### config.mk
export PLATFORM = sky130hd
export DESIGN_NAME = lps_ctrl
export DESIGN_NICKNAME = d
export VERILOG_FILES = /design/src/rtl/lps_pkg.sv /design/src/rtl/lps_tick.sv /design/src/rtl/lps_ctrl.sv
export SDC_FILE = /design/constraint.sdc
export NUM_CORES = 1
export LEC_CHECK = 0
export BUFFER_PORTS_ARGS = -buffer_cell sky130_fd_sc_hd__clkbuf_2
export CAP_MARGIN = 25
export CELL_PAD_IN_SITES_DETAIL_PLACEMENT = 0
export CELL_PAD_IN_SITES_GLOBAL_PLACEMENT = 1
export CORE_MARGIN = 4
export CORE_UTILIZATION = 38
export DETAILED_ROUTE_END_ITERATION = 16
export PLACE_DENSITY = 0.82
export RECOVER_POWER = 100
export SLEW_MARGIN = 20
export SYNTH_ARGS = -nofsm -noshare
export SYNTH_HDL_FRONTEND = slang
export SYNTH_SLANG_ARGS = --single-unit
### constraint.sdc
create_clock -name core_clk -period 2 [get_ports core_clk]
set_input_delay 0.4 -clock core_clk [delete_from_list [all_inputs] [get_ports core_clk]]
set_output_delay 0.4 -clock core_clk [all_outputs]
set_load 0.02 [all_outputs]
### src/rtl/lps_pkg.sv
// package for the sdram low-power state control block
package lps_pkg;

  // command bus sampled at a rising edge (active-low pins as levels)
  typedef struct packed {
    logic cke;
    logic cs_n;
    logic ras_n;
    logic cas_n;
    logic we_n;
  } lps_cmd_t;

  // main state, one-hot
  typedef enum logic [4:0] {
    ST_IDLE  = 5'b00001,
    ST_SREF  = 5'b00010,
    ST_SRX   = 5'b00100,
    ST_PDN   = 5'b01000,
    ST_RESET = 5'b10000
  } lps_state_t;

  // status outputs travelling together
  typedef struct packed {
    logic sref;
    logic pdn_active;
    logic pdn_precharge;
    logic pdn_slow;
    logic dll_on;
    logic dll_reset;
    logic clk_gated;
    logic cmd_rx_on;
  } lps_stat_t;

  // clock rate
  localparam int CLK_KHZ = 10000;

  // timing figures (ns) and derived cycle counts, least times rounded up
  localparam int TCPDED_NS = 500;
  localparam int TCPDED_CYC = (TCPDED_NS * CLK_KHZ + 999999) / 1000000;
  localparam int TCKE_NS = 5000;
  localparam int TCKE_CYC = (TCKE_NS * CLK_KHZ + 999999) / 1000000;
  localparam int TREFI_NS = 7800;
  localparam int TREFI_CYC = (TREFI_NS * CLK_KHZ + 999999) / 1000000;
  localparam int TXS_NS = 170000;
  localparam int TXS_CYC = (TXS_NS * CLK_KHZ + 999999) / 1000000;
  localparam int TXSDLL_CYC = 512;
  localparam int DLL_RST_CYC = 8;

  // mode register bit positions
  localparam int MR1_DLL_DIS_BIT = 0;
  localparam int MR0_PPD_BIT = 12;

  // reset value of counters
  localparam logic [11:0] CNT_ZERO = 12'h000;

endpackage

### src/rtl/lps_tick.sv
// down-counter issuing a pulse when a loaded interval expires
`timescale 1ns/10ps
module lps_tick #(
  parameter int W = 12
) (
  // clock and reset
  input  wire logic         core_clk,
  input  wire logic         rst,
  // control
  input  wire logic         load,
  input  wire logic [W-1:0] value,
  // status
  output logic              busy,
  output logic              done
);

  logic [W-1:0] cnt_r;
  logic [W-1:0] cnt_nxt;
  logic         done_r;
  logic         done_nxt;

  // widths below two leave no room for a terminal count
  if (W < 2) begin : g_bad_width
    $error("lps_tick width too small");
  end

  // reload wins over counting so a restart is never lost
  always_comb begin
    cnt_nxt = cnt_r;
    done_nxt = 1'b0;
    if (load) begin
      cnt_nxt = value;
    end else if (cnt_r != '0) begin
      cnt_nxt = cnt_r - 1'b1;
      done_nxt = (cnt_r == {{(W-1){1'b0}}, 1'b1});
    end
  end

  always_ff @(posedge core_clk) begin
    if (rst) begin
      cnt_r <= '0;
      done_r <= 1'b0;
    end else begin
      cnt_r <= cnt_nxt;
      done_r <= done_nxt;
    end
  end

  assign busy = (cnt_r != '0);
  assign done = done_r;

endmodule

### src/rtl/lps_ctrl.sv
// low-power state control: self-refresh and power-down handling
// Functional notes
// RULE1: SRE is CS RAS CAS CKE low, WE high
// RULE2: host idles all banks before SRE
// RULE3: host disables termination before SRE
// RULE4: host holds CKE low during self-refresh
// RULE5: DLL off in self-refresh, reset on exit (code resets it on exit only when MR1 bit 0 is clear)
// RULE6: self-refresh ignores inputs but CKE, reset
// RULE7: host delays first write 512 cycles
// RULE8: internal refresh within tCKE, then timer-driven
// RULE9: host respects minimum self-refresh residency
// RULE10: host may stop clock, restarts before exit
// RULE11: exit CKE high with NOP; tXS, tXSDLL
// RULE12: host keeps CKE high, ODT off tXSDLL
// RULE13: host sends only NOP during tXS
// RULE14: host refreshes once before self-refresh re-entry
// RULE15: power-down enter/exit by CKE with NOP
// RULE16: host keeps CKE high during busy operations
// RULE17: pending row ops finish; pick power-down type
// RULE18: host resets unlocked DLL after power-down
// RULE19: buffers off; command receivers off after tCPDED
// RULE20: MR0 A12 selects slow or fast exit
// RULE21: reset low aborts power-down into reset
// RULE22: host limits CKE pulses and power-down duration
// RULE23: host waits minimum power-down time before exit
`timescale 1ns/10ps
module lps_ctrl #(
  parameter int TREFI_CYCLES  = lps_pkg::TREFI_CYC,
  parameter int TCKE_CYCLES   = lps_pkg::TCKE_CYC,
  parameter int TCPDED_CYCLES = lps_pkg::TCPDED_CYC,
  parameter int TXS_CYCLES    = lps_pkg::TXS_CYC,
  parameter int TXSDLL_CYCLES = lps_pkg::TXSDLL_CYC
) (
  // clock and reset
  input  wire logic            core_clk,
  input  wire logic            rst,
  // pins from the controller
  input  wire lps_pkg::lps_cmd_t cmd_pin,
  input  wire logic            reset_pin_n,
  // core state
  input  wire logic [15:0]     mr0,
  input  wire logic [15:0]     mr1,
  input  wire logic            banks_open,
  input  wire logic            row_op_busy,
  // outputs
  output lps_pkg::lps_stat_t   stat,
  output logic                 int_refresh,
  output logic                 xs_wait,
  output logic                 xsdll_wait
);

  // pin synchroniser
  lps_pkg::lps_cmd_t cmd_s1_r;
  lps_pkg::lps_cmd_t cmd_r;
  logic              rstn_s1_r;
  logic              rstn_r;
  logic              cke_prev_r;

  lps_pkg::lps_state_t st_r;
  lps_pkg::lps_state_t st_nxt;
  lps_pkg::lps_stat_t  stat_r;
  lps_pkg::lps_stat_t  stat_nxt;
  logic [3:0]          dllc_r;
  logic [3:0]          dllc_nxt;
  logic                ref_r;
  logic                ref_nxt;

  logic nop;
  logic sre;
  logic pde;
  logic cke_up;
  logic ref_load;
  logic ref_done;
  logic cpd_load;
  logic cpd_done;
  logic cpd_busy;
  logic xs_load;
  logic xs_busy;
  logic xsd_busy;
  logic [11:0] ref_val;

  // elaboration guards: the interval counters are 12 bits wide
  if (TREFI_CYCLES < 2 || TREFI_CYCLES > 4095) begin : g_bad_refi
    $error("refresh interval out of range");
  end
  if (TXSDLL_CYCLES > 4095 || TXS_CYCLES > 4095) begin : g_bad_exit
    $error("exit interval out of range");
  end
  // first refresh load is one less than the interval, so it must stay nonzero
  if (TCKE_CYCLES < 2 || TCKE_CYCLES > 4096) begin : g_bad_cke
    $error("clock-enable interval out of range");
  end

  // two stages before any logic sees the pins
  always_ff @(posedge core_clk) begin
    if (rst) begin
      cmd_s1_r <= '{cke: 1'b1, cs_n: 1'b1, ras_n: 1'b1, cas_n: 1'b1, we_n: 1'b1};
      cmd_r <= '{cke: 1'b1, cs_n: 1'b1, ras_n: 1'b1, cas_n: 1'b1, we_n: 1'b1};
      rstn_s1_r <= 1'b1;
      rstn_r <= 1'b1;
      cke_prev_r <= 1'b1;
    end else begin
      cmd_s1_r <= cmd_pin;
      cmd_r <= cmd_s1_r;
      rstn_s1_r <= reset_pin_n;
      rstn_r <= rstn_s1_r;
      cke_prev_r <= cmd_r.cke;
    end
  end

  // command decode on the registered edge
  assign nop = cmd_r.cs_n | (cmd_r.ras_n & cmd_r.cas_n & cmd_r.we_n);
  assign sre = cke_prev_r & ~cmd_r.cke & ~cmd_r.cs_n & ~cmd_r.ras_n & ~cmd_r.cas_n & cmd_r.we_n; // [RULE1]
  assign pde = cke_prev_r & ~cmd_r.cke & nop; // [RULE15]
  assign cke_up = ~cke_prev_r & cmd_r.cke & nop; // [RULE11] [RULE15]

  // first internal refresh lands inside tCKE, then every TREFI_CYCLES + 1 cycles;
  // one cycle less on entry because the registered pulse adds one
  assign ref_val = (st_r == lps_pkg::ST_SREF) ? 12'(TREFI_CYCLES) : 12'(TCKE_CYCLES - 1); // [RULE8]
  assign ref_load = (st_r == lps_pkg::ST_IDLE && sre) || (st_r == lps_pkg::ST_SREF && ref_done);
  assign cpd_load = (st_r == lps_pkg::ST_IDLE && pde);
  assign xs_load = (st_r == lps_pkg::ST_SREF && cke_up);

  lps_tick #(.W(12)) u_ref (
    .core_clk (core_clk),
    .rst      (rst),
    .load     (ref_load),
    .value    (ref_val),
    .busy     (),
    .done     (ref_done)
  );

  lps_tick #(.W(12)) u_cpd (
    .core_clk (core_clk),
    .rst      (rst),
    .load     (cpd_load),
    .value    (12'(TCPDED_CYCLES)),
    .busy     (cpd_busy),
    .done     (cpd_done)
  );

  lps_tick #(.W(12)) u_xs (
    .core_clk (core_clk),
    .rst      (rst),
    .load     (xs_load),
    .value    (12'(TXS_CYCLES)),
    .busy     (xs_busy),
    .done     ()
  );

  lps_tick #(.W(12)) u_xsd (
    .core_clk (core_clk),
    .rst      (rst),
    .load     (xs_load),
    .value    (12'(TXSDLL_CYCLES)),
    .busy     (xsd_busy),
    .done     ()
  );

  // state machine and status; reset pin overrides everything
  always_comb begin
    st_nxt = st_r;
    stat_nxt = stat_r;
    dllc_nxt = (dllc_r != 4'h0) ? dllc_r - 4'h1 : dllc_r;
    ref_nxt = ref_load & (st_r == lps_pkg::ST_SREF);
    case (st_r)
      lps_pkg::ST_IDLE: begin
        stat_nxt.dll_on = ~mr1[lps_pkg::MR1_DLL_DIS_BIT];
        if (sre) begin
          st_nxt = lps_pkg::ST_SREF;
          stat_nxt.sref = 1'b1;
          stat_nxt.dll_on = 1'b0; // [RULE5]
          stat_nxt.clk_gated = 1'b1; // [RULE6]
          stat_nxt.cmd_rx_on = 1'b0; // [RULE6]
        end else if (pde) begin
          st_nxt = lps_pkg::ST_PDN;
        end
      end
      lps_pkg::ST_SREF: begin
        // only the clock-enable edge is looked at here
        if (cke_up) begin // [RULE6]
          st_nxt = lps_pkg::ST_SRX;
          stat_nxt.sref = 1'b0;
          stat_nxt.clk_gated = 1'b0;
          stat_nxt.cmd_rx_on = 1'b1;
          stat_nxt.dll_on = ~mr1[lps_pkg::MR1_DLL_DIS_BIT]; // [RULE5]
          stat_nxt.dll_reset = ~mr1[lps_pkg::MR1_DLL_DIS_BIT]; // [RULE5]
          dllc_nxt = 4'(lps_pkg::DLL_RST_CYC);
        end
      end
      lps_pkg::ST_SRX: begin
        if (!xs_busy && !xsd_busy && !xs_load) begin // [RULE11]
          st_nxt = lps_pkg::ST_IDLE;
        end
      end
      lps_pkg::ST_PDN: begin
        // row ops drain before the mode is reported [RULE17]
        stat_nxt.pdn_active = ~row_op_busy & banks_open; // [RULE17]
        stat_nxt.pdn_precharge = ~row_op_busy & ~banks_open; // [RULE17]
        stat_nxt.pdn_slow = ~row_op_busy & ~banks_open & ~mr0[lps_pkg::MR0_PPD_BIT]; // [RULE20]
        if (!row_op_busy && !banks_open && !mr0[lps_pkg::MR0_PPD_BIT]) begin
          stat_nxt.dll_on = 1'b0; // [RULE20]
        end
        if (cpd_done) begin
          stat_nxt.cmd_rx_on = 1'b0; // [RULE19]
        end
        if (cke_up) begin
          st_nxt = lps_pkg::ST_IDLE;
          stat_nxt.pdn_active = 1'b0;
          stat_nxt.pdn_precharge = 1'b0;
          stat_nxt.pdn_slow = 1'b0;
          stat_nxt.cmd_rx_on = 1'b1;
          stat_nxt.dll_on = ~mr1[lps_pkg::MR1_DLL_DIS_BIT];
        end
      end
      lps_pkg::ST_RESET: begin
        if (rstn_r) begin
          st_nxt = lps_pkg::ST_IDLE;
          stat_nxt.cmd_rx_on = 1'b1;
        end
      end
      default: begin
        st_nxt = lps_pkg::ST_IDLE;
      end
    endcase
    if (dllc_r == 4'h1) begin
      stat_nxt.dll_reset = 1'b0;
    end
    if (!rstn_r) begin
      st_nxt = lps_pkg::ST_RESET; // [RULE21]
      stat_nxt = '0;
      dllc_nxt = 4'h0;
      ref_nxt = 1'b0;
    end
  end

  // registered state; receivers and DLL start enabled
  always_ff @(posedge core_clk) begin
    if (rst) begin
      st_r <= lps_pkg::ST_IDLE;
      stat_r <= '{sref: 1'b0, pdn_active: 1'b0, pdn_precharge: 1'b0, pdn_slow: 1'b0,
                  dll_on: 1'b1, dll_reset: 1'b0, clk_gated: 1'b0, cmd_rx_on: 1'b1};
      dllc_r <= 4'h0;
      ref_r <= 1'b0;
    end else begin
      st_r <= st_nxt;
      stat_r <= stat_nxt;
      dllc_r <= dllc_nxt;
      ref_r <= ref_nxt;
    end
  end

  assign stat = stat_r;
  assign int_refresh = ref_r; // [RULE8]
  assign xs_wait = xs_busy; // [RULE11]
  assign xsdll_wait = xsd_busy; // [RULE11]

endmodule

==> results of run 1 <==
-- per-stage QoR --
stage,setup TNS [ns],cell area (um2)
after floorplan,0,3690
after global placement,0,4080
after detailed placement,0,4080
after CTS,0,4280
after global routing,-0.100,4330
final,0,4330
-- state kept, by name, indices dropped and copies added, names as in the netlist --
register / count
u_ref.done: 1
cmd_s1_r: 5
u_cpd.cnt_r: 12
u_xsd.cnt_r: 12
stat: 7
u_cpd.done: 1
cke_prev_r: 1
st_r: 5
dllc_r: 4
u_ref.cnt_r: 12
u_xs.cnt_r: 12
int_refresh: 1
rstn_r: 1
rstn_s1_r: 1
cmd_r: 5
-- critical path, delay by kind of cell, from the launching register on --
family	cells	cell delay, ns
and+or+nand+nor	2	0.38
adders and majority gates	1	0.17
DFF	1	0.33
buffers and inverters	3	0.31
-- final timing paths --
check                        end  slack (ns)  cells past startpoint
setup / recovery         xs_wait        0.05                      6
hold / removal       cmd_s1_r[4]        0.22                      2
setup reg to reg  u_cpd.cnt_r[7]        0.07                      5
hold reg to reg           rstn_r        0.41                      1
-- area by class of cell --
cell class	instances	area [um2]
Clock buffer	9	124
Sequential cell	80	1610
Timing Repair Buffer	53	309
Tap cell	129	161
Inverter	14	53.8
Multi-Input combinational cell	315	2040
Fill cell	929	5000
Clock inverter	6	37.5
-- Yosys cell counts, types with 2 or more instances --
library cell	number
sky130_fd_sc_hd__a2111oi_0	3
sky130_fd_sc_hd__ha_1	12
sky130_fd_sc_hd__xor2_1	14
sky130_fd_sc_hd__nor4_1	14
sky130_fd_sc_hd__nand4_1	3
sky130_fd_sc_hd__nor3b_1	3
sky130_fd_sc_hd__nor4b_1	3
sky130_fd_sc_hd__o31ai_1	3
sky130_fd_sc_hd__dfxtp_1	80
sky130_fd_sc_hd__o211ai_1	2
sky130_fd_sc_hd__nor3_1	12
sky130_fd_sc_hd__a31oi_1	7
sky130_fd_sc_hd__nand3b_1	8
sky130_fd_sc_hd__clkbuf_1	14
sky130_fd_sc_hd__nand2_1	32
sky130_fd_sc_hd__or4_1	3
sky130_fd_sc_hd__nand2b_1	5
sky130_fd_sc_hd__o21ai_0	5
sky130_fd_sc_hd__mux2i_1	4
sky130_fd_sc_hd__or2_2	14
sky130_fd_sc_hd__nor2_1	63
sky130_fd_sc_hd__a21oi_1	31
sky130_fd_sc_hd__inv_1	13
sky130_fd_sc_hd__and3_1	2
sky130_fd_sc_hd__or3_1	6
sky130_fd_sc_hd__nor2b_1	5
sky130_fd_sc_hd__xnor2_1	23
sky130_fd_sc_hd__a211oi_1	6
sky130_fd_sc_hd__nand3_1	15
-- repair_timing --
action,CTS,global route
endpoints found under the setup margin,2,12
buffers inserted,3,5
resized for setup,5,18
pin swaps,2,5
-- logic make-up (layout without fill, tap and decap cells) --
family,after synthesis,in the layout
XOR/XNOR,37,37
buffers and inverters,31,82
adder cells (fa/ha/maj),12,12
AND/OR/NAND/NOR,197,197
multiplexers,4,4
flip-flops,80,80
AO/OA/AOI/OAI,65,65
-- power breakdown --
part / switching (W) / total (W) / internal (W)
Clock: 0.000573 / 0.00101 / 0.000436
Combinational: 0.00176 / 0.00360 / 0.00185
Sequential: 0.000469 / 0.00253 / 0.00206
Total: 0.00280 / 0.00714 / 0.00434
-- routing by layer --
| layer | global-route usage, % | vias up | wire length (um) |
|---|---|---|---|
| met1 | 16.6 | 1422 | 3450 |
| met2 | 23.4 | 30 | 3550 |
| met5 | 0 | - | 0 |
| li1 | - | 1573 | - |
| met4 | 3.89 | 0 | 82 |
| met3 | 4.01 | 8 | 233 |
==> results by stage, run 1 <==
Run status:
- The flow ran to the end, and the final reports show no timing, DRC or antenna violations.

STA:
- The time the final worst path needs with I/O delays and setup is 1.95 ns.
- The final number of max-transition violations is 0.
- The worst hold margin is 0.222 ns.
- The final worst slack is 0.0485 ns.
- Timing would allow up to 512 MHz.
- For the pin with the worst max-slew slack, the measured transition is 0.691 ns.
- The headroom to the max-slew limit is 53.9%.
- The worst setup skew after layout is 0.0100 ns.
- In the finished design, the share of the clock period the worst path needs comes to 97.6%.
- Setup repair after global routing could not meet its margin everywhere.
- The number of hold-slack violations in the final timing report is 0.
- Setup violations remaining at the end of the flow were counted as 0.

Clock network:
- Clock tree synthesis found a total of 80 sinks.
- The CTS tree is yes.
- The TritonCTS buffer count is 9.
- The clock tree synthesis step divided the H-tree into 3 levels.
- The clock edge transition at the registers on the reported setup and hold paths is 0.08 ns.
- The clock root buffer is sky130_fd_sc_hd__clkbuf_8.
- The maximum clock insertion buffer count is 2.
- The quantity of hold-fixing buffers added after cts is 0.
- The clock reaches the later pin of the worst-skew pair after 0.35 ns.

GRT:
- Entering global routing, the biggest net connects 21 pins.
- The initial antenna violation count is 0.
- The number of global-route vias before repair is 2872.
- Global routing consumed, over all layers together, 13.7% of the routing resources.
- The first global-routing pass estimated 12.7 mm of wire.
- Global routing finished with a remaining overflow of 0.

Yosys:
- The count of yosys warnings during synthesis is 0.
- The most used flip-flop cell after synthesis is sky130_fd_sc_hd__dfxtp_1.
- The post-synthesis mux area share is 1.09%.
- For this run, the register share of the synthesized area comes to 43.6%.
- After synthesis, the cell types taking the most area are sky130_fd_sc_hd__dfxtp_1 (44%), sky130_fd_sc_hd__nor2_1 (6.4%), sky130_fd_sc_hd__xnor2_1 (5.5%).
- The post-synthesis register bit count is 80.
- Yosys mapped the design onto 50 distinct sky130hd cell types.
- The cell taking the most area after synthesis is sky130_fd_sc_hd__dfxtp_1.
- Of the total synthesized cell area, the portion taken by AND, OR, NAND and NOR gates is 28.0%.
- The post-synthesis instance total is 426.
- The largest family of logic cells by synthesized area is simple AND/OR/NAND/NOR gates.
- The post-synthesis cell area is 3670 um2.
- Summing the areas of all compound-gate instances in the mapped netlist gives 10.8% of the synthesized area.
- The top cell type by area accounts for 43.6% of the synthesized area.
- For this run, asynchronously set or reset flops after synthesis account for 0%.
- The number of enable flip-flop cells after synthesis is 0.
- The average instance in the mapped netlist occupies 8.62 um2.
- The post-synthesis adder-cell area fraction is 4.09%.
- The share of the synthesized netlist area taken by xor and xnor gates is 8.82%.
- The post-synth net total is 480.

Final layout:
- The post-route non-filler standard cell count is 606.
- The final core area utilization is 46.4%.
- The area growth from synthesis to layout is 18.0%.
- The fraction of final layout cells sized beyond drive strength 1 is 19.3%.
- The repair_antennas step left the layout with diodes totalling 0.
- The top cell types in the final layout, fill and taps aside, are sky130_fd_sc_hd__dfxtp_1 (77), sky130_fd_sc_hd__nor2_1 (63), sky130_fd_sc_hd__nand2_1 (32), sky130_fd_sc_hd__a21oi_1 (30), sky130_fd_sc_hd__buf_4 (23).
- The final layout contains 527 nets.
- The most common cell after layout, fill and taps aside is sky130_fd_sc_hd__dfxtp_1.

Flow run:
- The number of maximum-capacitance constraint violations is 0.

Placed design:
- At the end of routability-driven placement, the weighted congestion stood at 0.780.
- Including well taps, the total number of placed cells is 584.
- The quantity of I/O buffers inserted on ports is 22.
- Timing analysis after detailed placement gives a worst setup slack of 0.0312 ns.
- The HPWL after detailed placement is 5.32 mm.

Routing:
- The final antenna-violating net count is 0.
- The first TritonRoute pass finished after 4 iterations.
- The total routed wirelength is 7.32 mm.
- The number of violations reported at the end of detailed-routing iteration 0 is 147.
- In the routed design, unresolved DRC markers number 0.
- After detailed routing, the average wire length per cell comes to 12.1 um.
- Dividing the detail-routed via count by the number of cells gives 5.00.
- The via count is 3033.

Floorplan:
- The die is 106 um wide.
- The die span in y is 106 um.
- During I/O placement, the number of pins put on the boundary was 53.
- After floorplanning, the core was divided into 35 placement rows.
- The die covers 11300 um2.
- Once the floorplan was initialized, standard cells occupied 39.4% of the core.
- The core region is 9330 um2.

Critical path:
- The library cell contributing the largest single delay on the critical path is sky130_fd_sc_hd__dfxtp_1.
- The sort of element at the start of the critical path is a flip-flop.
- By startpoint and endpoint, the worst setup path is classified as flip-flop to output pin.
- In this run the critical register-to-register path is launched from u_cpd.cnt_r[4].
- The maximum fanout along the worst path is 3.
- The signal on the critical path passes through inv_1, ha_2, nor2b_4, and4b_1, clkinv_2, clkbuf_2.
- The worst setup path is captured at an output pin.
- The arrival time at the worst endpoint is 1.55 ns.
- Data on the critical path is required at its endpoint by 1.60 ns.
- In this run the worst setup path begins at u_xs.cnt_r[1].
- The maximum single-stage delay on the critical path is 0.33 ns.

Power:
- The reported leakage power is 1.70 nW.
- Dividing total power by cell area gives a power density of 1650 nW/um2.
- The worst-case IR drop observed on VDD is 0.000878 V.
- The power after layout is 0.00714 W.

Worst hold path:
- The worst hold path class is primary input to flip-flop.
- The startpoint identified for the worst hold timing path is cmd_pin[4].
Power figures use the tool's default switching activity.
==> run 2, diff against run 1 <==
- BUFFER_PORTS_ARGS: -buffer_cell sky130_fd_sc_hd__clkbuf_2 -> -buffer_cell sky130_fd_sc_hd__buf_2
- MAX_ROUTING_LAYER: default -> met4
==> run 2 against run 1 <==
Compared with the run above:
- cell count is 0.17% higher
- via count is 1.6% higher
- worst setup slack worse by 0.027 ns
- sequential power hardly changed
- sequential share of layout area is 0.39 points lower
- die area stayed put
- largest power group unchanged
- critical path depth is 1 lower
- routed wire length is 5.5% higher
- non-clock buffer count is 1 higher
- critical path type unchanged
==> results by stage, run 2 (synthesis results as in run 1) <==
Floorplan:
- The horizontal extent of the die is 106 um (unchanged).
- The number of rows created at floorplan is 35 (unchanged).
- The die footprint is 11300 um2 (unchanged).
- The area of the core region was 9330 um2 (unchanged).
- The initial core utilization is 39.4% (unchanged).
- The I/O pin total was 53 (unchanged).
- The die span in y is 106 um (unchanged).

STA:
- The headroom to the max-slew limit is 33.1% (was 53.9%).
- The worst setup skew after layout is 0.0138 ns (was 0.0100 ns).
- The measured slew at the worst slew-check pin is 1.00 ns (was 0.691 ns).
- The part of the cycle the worst path needs is 98.9% (was 97.6%).
- RSZ-0062 raised after global routing: yes (unchanged).
- The final number of max-transition violations was 0 (unchanged).
- The setup violation total in the final timing report was 0 (unchanged).
- The top achievable clock speed is 505 MHz (was 512 MHz).
- The time the final worst path needs with I/O delays and setup was 1.98 ns (was 1.95 ns).
- The number of hold-slack violations in the final timing report was 0 (unchanged).

Final layout:
- The most common cell after layout, fill and taps aside is sky130_fd_sc_hd__dfxtp_1 (unchanged).
- The number of nets in the finished design is 528 (was 527).
- The final core area utilization is 47.1% (was 46.4%).
- The layout-stage area growth over the synthesis result was 19.8% (was 18.0%).
- The post-route non-filler standard cell count is 607 (was 606).
- Highest-count cells in the layout ignoring fill and taps: sky130_fd_sc_hd__dfxtp_1 (73), sky130_fd_sc_hd__nor2_1 (63), sky130_fd_sc_hd__nand2_1 (32), sky130_fd_sc_hd__a21oi_1 (30), sky130_fd_sc_hd__buf_4 (25) (was sky130_fd_sc_hd__dfxtp_1 (77), sky130_fd_sc_hd__nor2_1 (63), sky130_fd_sc_hd__nand2_1 (32), sky130_fd_sc_hd__a21oi_1 (30), sky130_fd_sc_hd__buf_4 (23)).
- The number of antenna cells inserted is 0 (unchanged).
- The count of fill cells added during filler insertion is 914 (was 929).
- The fraction of final layout cells sized beyond drive strength 1 is 20.5% (was 19.3%).
- The area occupied by multi-input gates is 2040 um2 (unchanged).
- The register area is 1620 um2 (was 1610 um2).

Critical path:
- The arrival time at the worst endpoint came to 1.58 ns (was 1.55 ns).
- The required time at the endpoint of the critical path is 1.60 ns (about the same).
- The endpoint kind of the worst setup timing path is an output pin (unchanged).
- Cell chain of the critical path: nor4_4, buf_4, nand4_1, buf_6, buf_6 (was inv_1, ha_2, nor2b_4, and4b_1, clkinv_2, clkbuf_2).
- The critical path's top delay family is buffers and inverters (was simple AND/OR/NAND/NOR gates).
- The maximum fanout along the worst path is 4 (was 3).
- The critical path class is flip-flop to output pin (unchanged).
- The critical path buffer and inverter count is 3 (unchanged).
- The maximum single-stage delay on the critical path is 0.37 ns (was 0.33 ns).
- The library cell contributing the largest single delay on the critical path is sky130_fd_sc_hd__dfxtp_4 (was sky130_fd_sc_hd__dfxtp_1).
- The sort of element at the start of the critical path is a flip-flop (unchanged).
- Counting stages on the worst path, the most repeated cell is sky130_fd_sc_hd__buf_6.

Routing:
- The routed length per placed instance was 12.7 um (was 12.1 um).
- The final antenna-violating net count was 0 (unchanged).
- The total routed wirelength came to 7.72 mm (was 7.32 mm).
- The via count is 3081 (was 3033).
- The vias per cell is 5.08 (was 5.00).
- The detailed-router iteration count before antenna repair was 4 (unchanged).
- The DRC violation count after routing was 0 (unchanged).
- The number of violations reported at the end of detailed-routing iteration 0 is 124 (was 147).

GRT:
- The initial antenna violation count is 0 (unchanged).
- The first-pass GRT wire length was 13.0 mm (was 12.7 mm).
- The pin count of the biggest net entering global routing came to 28 (was 21).
- The global router's overall resource usage came to 14.3% (was 13.7%).
- The global route total overflow is 0 (unchanged).
- The number of global-route vias before repair is 2944 (was 2872).

Placed design:
- The weighted congestion at the end of routability-driven global placement came to 0.784 (was 0.780).
- The number of placed instances, taps included is 583 (was 584).
- The detailed placer's ending HPWL was 5.39 mm (was 5.32 mm).
- The quantity of I/O buffers inserted on ports is 22 (unchanged).

Power:
- The reported leakage power came to 1.73 nW (was 1.70 nW).
- The worst ir drop on vdd is 0.000843 V (was 0.000878 V).
- The power after layout is 0.00745 W (was 0.00714 W).
- The total power divided by cell area is 1690 nW/um2 (was 1650 nW/um2).

Clock network:
- The CTS tree is yes (unchanged).
- The TritonCTS buffer count was 9 (unchanged).
- The depth of the CTS H-tree is 3 (unchanged).
- The clock root buffer is sky130_fd_sc_hd__clkbuf_8 (unchanged).
- The total clock sinks was 80 (unchanged).
- The clock edge transition at the registers on the reported setup and hold paths is 0.09 ns (was 0.08 ns).
- The insertion delay of the later-clocked pin in the worst-skew pair was 0.35 ns (about the same).
- The maximum clock insertion buffer count is 2 (unchanged).
- The quantity of hold-fixing buffers added after cts is 0 (unchanged).

Run status:
- Result of the run: complete, no violations (unchanged).

Flow run:
- The number of maximum-capacitance constraint violations is 0 (unchanged).

Worst hold path:
- The worst hold path class is primary input to flip-flop (unchanged).
run 2: metal layers:
layer	wire, um	global-route usage, %
met1	3560	16.6
met2	3800	24.5
met3	228	3.58
met4	123	4.26
met5	0	-
run 2: per-stage QoR:
| step | worst slack [ns] | area (um2) | setup TNS [ns] | hold WS [ns] |
|---|---|---|---|---|
| final | 0.0215 | 4400 | 0 | 0.222 |
| after global routing | -0.0721 | 4400 | -0.117 | 0.205 |
| after CTS | 0.00252 | 4280 | 0 | 0.208 |
| after detailed placement | 0.0274 | 4060 | 0 | 0.392 |
| after global placement | 0.0498 | 4060 | 0 | 0.392 |
| after floorplan | 0.00367 | 3690 | 0 | 0.389 |
run 2: final cells by class:
cell class                      count  share of cell area [%]
Sequential cell                    80                    36.7
Inverter                           14                    1.22
Clock inverter                      5                    1.31
Tap cell                          129                    3.67
Clock buffer                       10                    3.13
Timing Repair Buffer               54                    7.60
Multi-Input combinational cell    315                    46.3
run 2: worst paths after layout:
kind / start / to / slack, ns / depth (start not counted)
worst max-delay path: u_xsd.cnt_r[6] / xsdll_wait / 0.02 / 5
worst min-delay path: cmd_pin[4] / cmd_s1_r[4] / 0.22 / 2
worst max register to register: u_cpd.cnt_r[4] / u_cpd.cnt_r[5] / 0.05 / 5
worst min register to register: rstn_s1_r / rstn_r / 0.40 / 1
run 2: power by group:
group | total, W | switching, W | internal [W]
registers | 0.00256 | 0.000490 | 0.00207
clock network | 0.00119 | 0.000586 | 0.000602
logic | 0.00370 | 0.00178 | 0.00192
total | 0.00745 | 0.00286 | 0.00459
run 2: repair_timing:
item,CTS,global route
pin swaps,2,7
resized for setup,3,27
endpoints found under the setup margin,3,11
buffers inserted,2,7
==> run 3, diff against run 2 <==
- CORE_UTILIZATION: 38 -> 43
- PLACE_DENSITY: 0.82 -> 0.88
- clock period: 2 -> 2.1 ns (I/O delays scaled with it)
==> run 3 against run 2 <==
Compared with the run above:
- critical endpoint is now xs_wait
- count of clock-buffer cells in the layout down 1
- routed wire length down 7.6%
- clock power about the same
- utilization up 4.1 points
- flip-flop and latch count unchanged
- non-clock buffer count down 9
- combinational power down 14%
- register-to-register slack better by 0.06 ns
- first-iteration DRC count down 8.1%
- global-route usage up 0.73 points
- sequential share of layout area up 1.2 points
- cell count down 5.3%
==> results by stage, run 3 (synthesis results as in run 1) <==
GRT:
- The first-pass GRT wire length came to 12.2 mm (was 13.0 mm).
- The number of global-route vias before repair is 2793 (was 2944).
- The pin count of the biggest net entering global routing is 23 (was 28).
- The initial antenna violation count is 0 (unchanged).
- The global route total overflow is 0 (unchanged).
- The global router's overall resource usage is 15.0% (was 14.3%).

Placed design:
- The minimum setup slack after placement is 0.0831 ns (was 0.0274 ns).
- The quantity of I/O buffers inserted on ports was 22 (unchanged).
- The detailed placer's ending HPWL is 5.03 mm (was 5.39 mm).
- The weighted congestion at the end of routability-driven global placement came to 0.841 (was 0.784).
- The number of placed instances, taps included is 554 (was 583).

Routing:
- The vias per cell came to 5.20 (was 5.08).
- The detailed-routed wire length on met3 is 206 um (was 228 um).
- The number of violations reported at the end of detailed-routing iteration 0 is 114 (was 124).
- The final antenna-violating net count is 0 (unchanged).
- The via count is 2988 (was 3081).
- The detailed-router iteration count before antenna repair is 4 (unchanged).
- The DRC violation count after routing was 0 (unchanged).
- The length of routed wiring on met1 is 3.32 mm (was 3.56 mm).
- The topmost layer with routed signal wires is met4 (unchanged).
- The total routed wirelength is 7.13 mm (was 7.72 mm).
- The wire length on met2 came to 3.52 mm (was 3.80 mm).
- The routed length per placed instance is 12.4 um (was 12.7 um).

Critical path:
- The total number of cells along the worst setup path is 6 (was 5).
- The maximum single-stage delay on the critical path came to 0.34 ns (was 0.37 ns).
- The critical path buffer and inverter count is 3 (unchanged).
- The critical path class is flip-flop to output pin (unchanged).
- The arrival time at the worst endpoint is 1.58 ns (about the same).
- The critical path's top delay family is simple AND/OR/NAND/NOR gates (was buffers and inverters).
- Cell chain of the critical path: inv_1, ha_2, nor2b_4, and4b_2, inv_4, buf_4 (was nor4_4, buf_4, nand4_1, buf_6, buf_6).
- The endpoint kind of the worst setup timing path was an output pin (unchanged).
- The required time at the endpoint of the critical path came to 1.68 ns (was 1.60 ns).
- The count of cells along the worst register-to-register path is 7 (was 5).
- The sort of element at the start of the critical path is a flip-flop (unchanged).
- The library cell contributing the largest single delay on the critical path is sky130_fd_sc_hd__dfxtp_2 (was sky130_fd_sc_hd__dfxtp_4).
- The maximum fanout along the worst path is 7 (was 4).

STA:
- The final number of max-transition violations is 0 (unchanged).
- The measured slew at the worst slew-check pin is 0.928 ns (was 1.00 ns).
- The number of hold-slack violations in the final timing report is 0 (unchanged).
- The final total negative setup slack came to 0 ns (unchanged).
- The worst setup skew after layout was 0.0130 ns (was 0.0138 ns).
- The headroom to the max-slew limit is 38.1% (was 33.1%).
- The routed design could run at a clock period as short as 2.00 ns.
- Dividing the final minimum period by the clock period gives 95.3%.
- The setup violation total in the final timing report was 0 (unchanged).
- The worst hold margin is 0.238 ns (was 0.222 ns).
- RSZ-0062 raised after global routing: no (was yes).
- The final worst slack is 0.0996 ns (was 0.0215 ns).
- For this run, the top clock speed supported by timing is 500 MHz.

Clock network:
- The TritonCTS buffer count is 9 (unchanged).
- The insertion delay of the later-clocked pin in the worst-skew pair is 0.36 ns (was 0.35 ns).
- The clock root buffer was sky130_fd_sc_hd__clkbuf_8 (unchanged).
- The total clock sinks came to 80 (unchanged).
- The CTS tree is yes (unchanged).
- The depth of the CTS H-tree is 3 (unchanged).
- The maximum clock insertion buffer count is 2 (unchanged).
- The clock edge transition at the registers on the reported setup and hold paths is 0.09 ns (about the same).

Floorplan:
- The die span in y is 100 um (was 106 um).
- The number of rows created at floorplan is 33 (was 35).
- The initial core utilization is 44.5% (was 39.4%).
- The area of the core region came to 8260 um2 (was 9330 um2).
- The I/O pin total is 53 (unchanged).
- The horizontal extent of the die was 100 um (was 106 um).
- The die footprint is 10100 um2 (was 11300 um2).

Final layout:
- The number of antenna cells inserted is 0 (unchanged).
- The number of nets in the finished design is 519 (was 528).
- The post-route non-filler standard cell count is 575 (was 607).
- The count of fill cells added during filler insertion is 804 (was 914).
- The fraction of final layout cells sized beyond drive strength 1 is 16.8% (was 20.5%).
- Highest-count cells in the layout ignoring fill and taps: sky130_fd_sc_hd__dfxtp_1 (77), sky130_fd_sc_hd__nor2_1 (63), sky130_fd_sc_hd__nand2_1 (32), sky130_fd_sc_hd__a21oi_1 (31), sky130_fd_sc_hd__xnor2_1 (22) (was sky130_fd_sc_hd__dfxtp_1 (73), sky130_fd_sc_hd__nor2_1 (63), sky130_fd_sc_hd__nand2_1 (32), sky130_fd_sc_hd__a21oi_1 (30), sky130_fd_sc_hd__buf_4 (25)).
- The layout-stage area growth over the synthesis result is 15.3% (was 19.8%).
- The most common cell after layout, fill and taps aside is sky130_fd_sc_hd__dfxtp_1 (unchanged).

Run status:
- Result of the run: complete, no violations (unchanged).

Power:
- The worst ir drop on vdd is 0.000830 V (was 0.000843 V).
- The power after layout is 0.00679 W (was 0.00745 W).
- The reported leakage power came to 1.68 nW (was 1.73 nW).
- The total power divided by cell area is 1600 nW/um2 (was 1690 nW/um2).

Flow run:
- The number of maximum-capacitance constraint violations came to 0 (unchanged).

Worst hold path:
- The worst hold path class is primary input to flip-flop (unchanged).
- The count of cells along the worst hold path came to 2 (unchanged).
## run 3: cell count changes in the layout (fill, tap and decap cells not counted), moves of 3 or more
cell and change:
sky130_fd_sc_hd__dfxtp_1 +4, sky130_fd_sc_hd__inv_6 +3, sky130_fd_sc_hd__buf_6 -3, sky130_fd_sc_hd__buf_4 -11
sky130_fd_sc_hd__clkinvlp_4 -3
## run 3: routing by layer
metal / vias up / track usage (%)
li1: 1559 / -
met1: 1385 / 17.8
met2: 31 / 25.2
met3: 13 / 3.82
met4: 0 / 4.35
met5: - / -
## run 3: final timing paths
| path | start | endpoint | slack (ns) |
|---|---|---|---|
| hold / removal | cmd_pin[3] | cmd_s1_r[3] | 0.24 |
| hold reg to reg | cmd_s1_r[3] | cmd_r[3] | 0.41 |
| setup reg to reg | u_cpd.cnt_r[0] | u_cpd.cnt_r[7] | 0.11 |
| setup / recovery | u_xs.cnt_r[1] | xs_wait | 0.1 |
## run 3: power breakdown
part | switching (W) | total [W] | internal, W | leakage (nW)
logic | 0.00159 | 0.00319 | 0.00159 | 0.915
clock network | 0.000615 | 0.00119 | 0.000574 | 0.107
registers | 0.000457 | 0.00241 | 0.00196 | 0.659
## run 3: timing repair
action                                  CTS  global route
pin swaps                                 1             3
hold buffers                              0             0
buffers inserted                          2             3
resized for setup                         8            14
endpoints found under the setup margin    2             5
## run 3: cell type report
type                    instances  area (um2)  area share (%)
inverters                      14        55.1            1.30
repair buffers                 45         243            5.73
clock buffers                   9         124            2.92
flip-flops and latches         80        1610            37.9
well taps                     105         131            3.10
clock inverters                 7        85.1            2.01
multi-input cells             315        1990            47.0
## run 3: metrics by stage
stage | area, um2 | util [%]
finish | 4240 | 51.3
global route | 4240 | 51.3
CTS | 4220 | 51.1
detailed placement | 3970 | 48.1
global placement | 3970 | 48.1
floorplan | 3670 | -
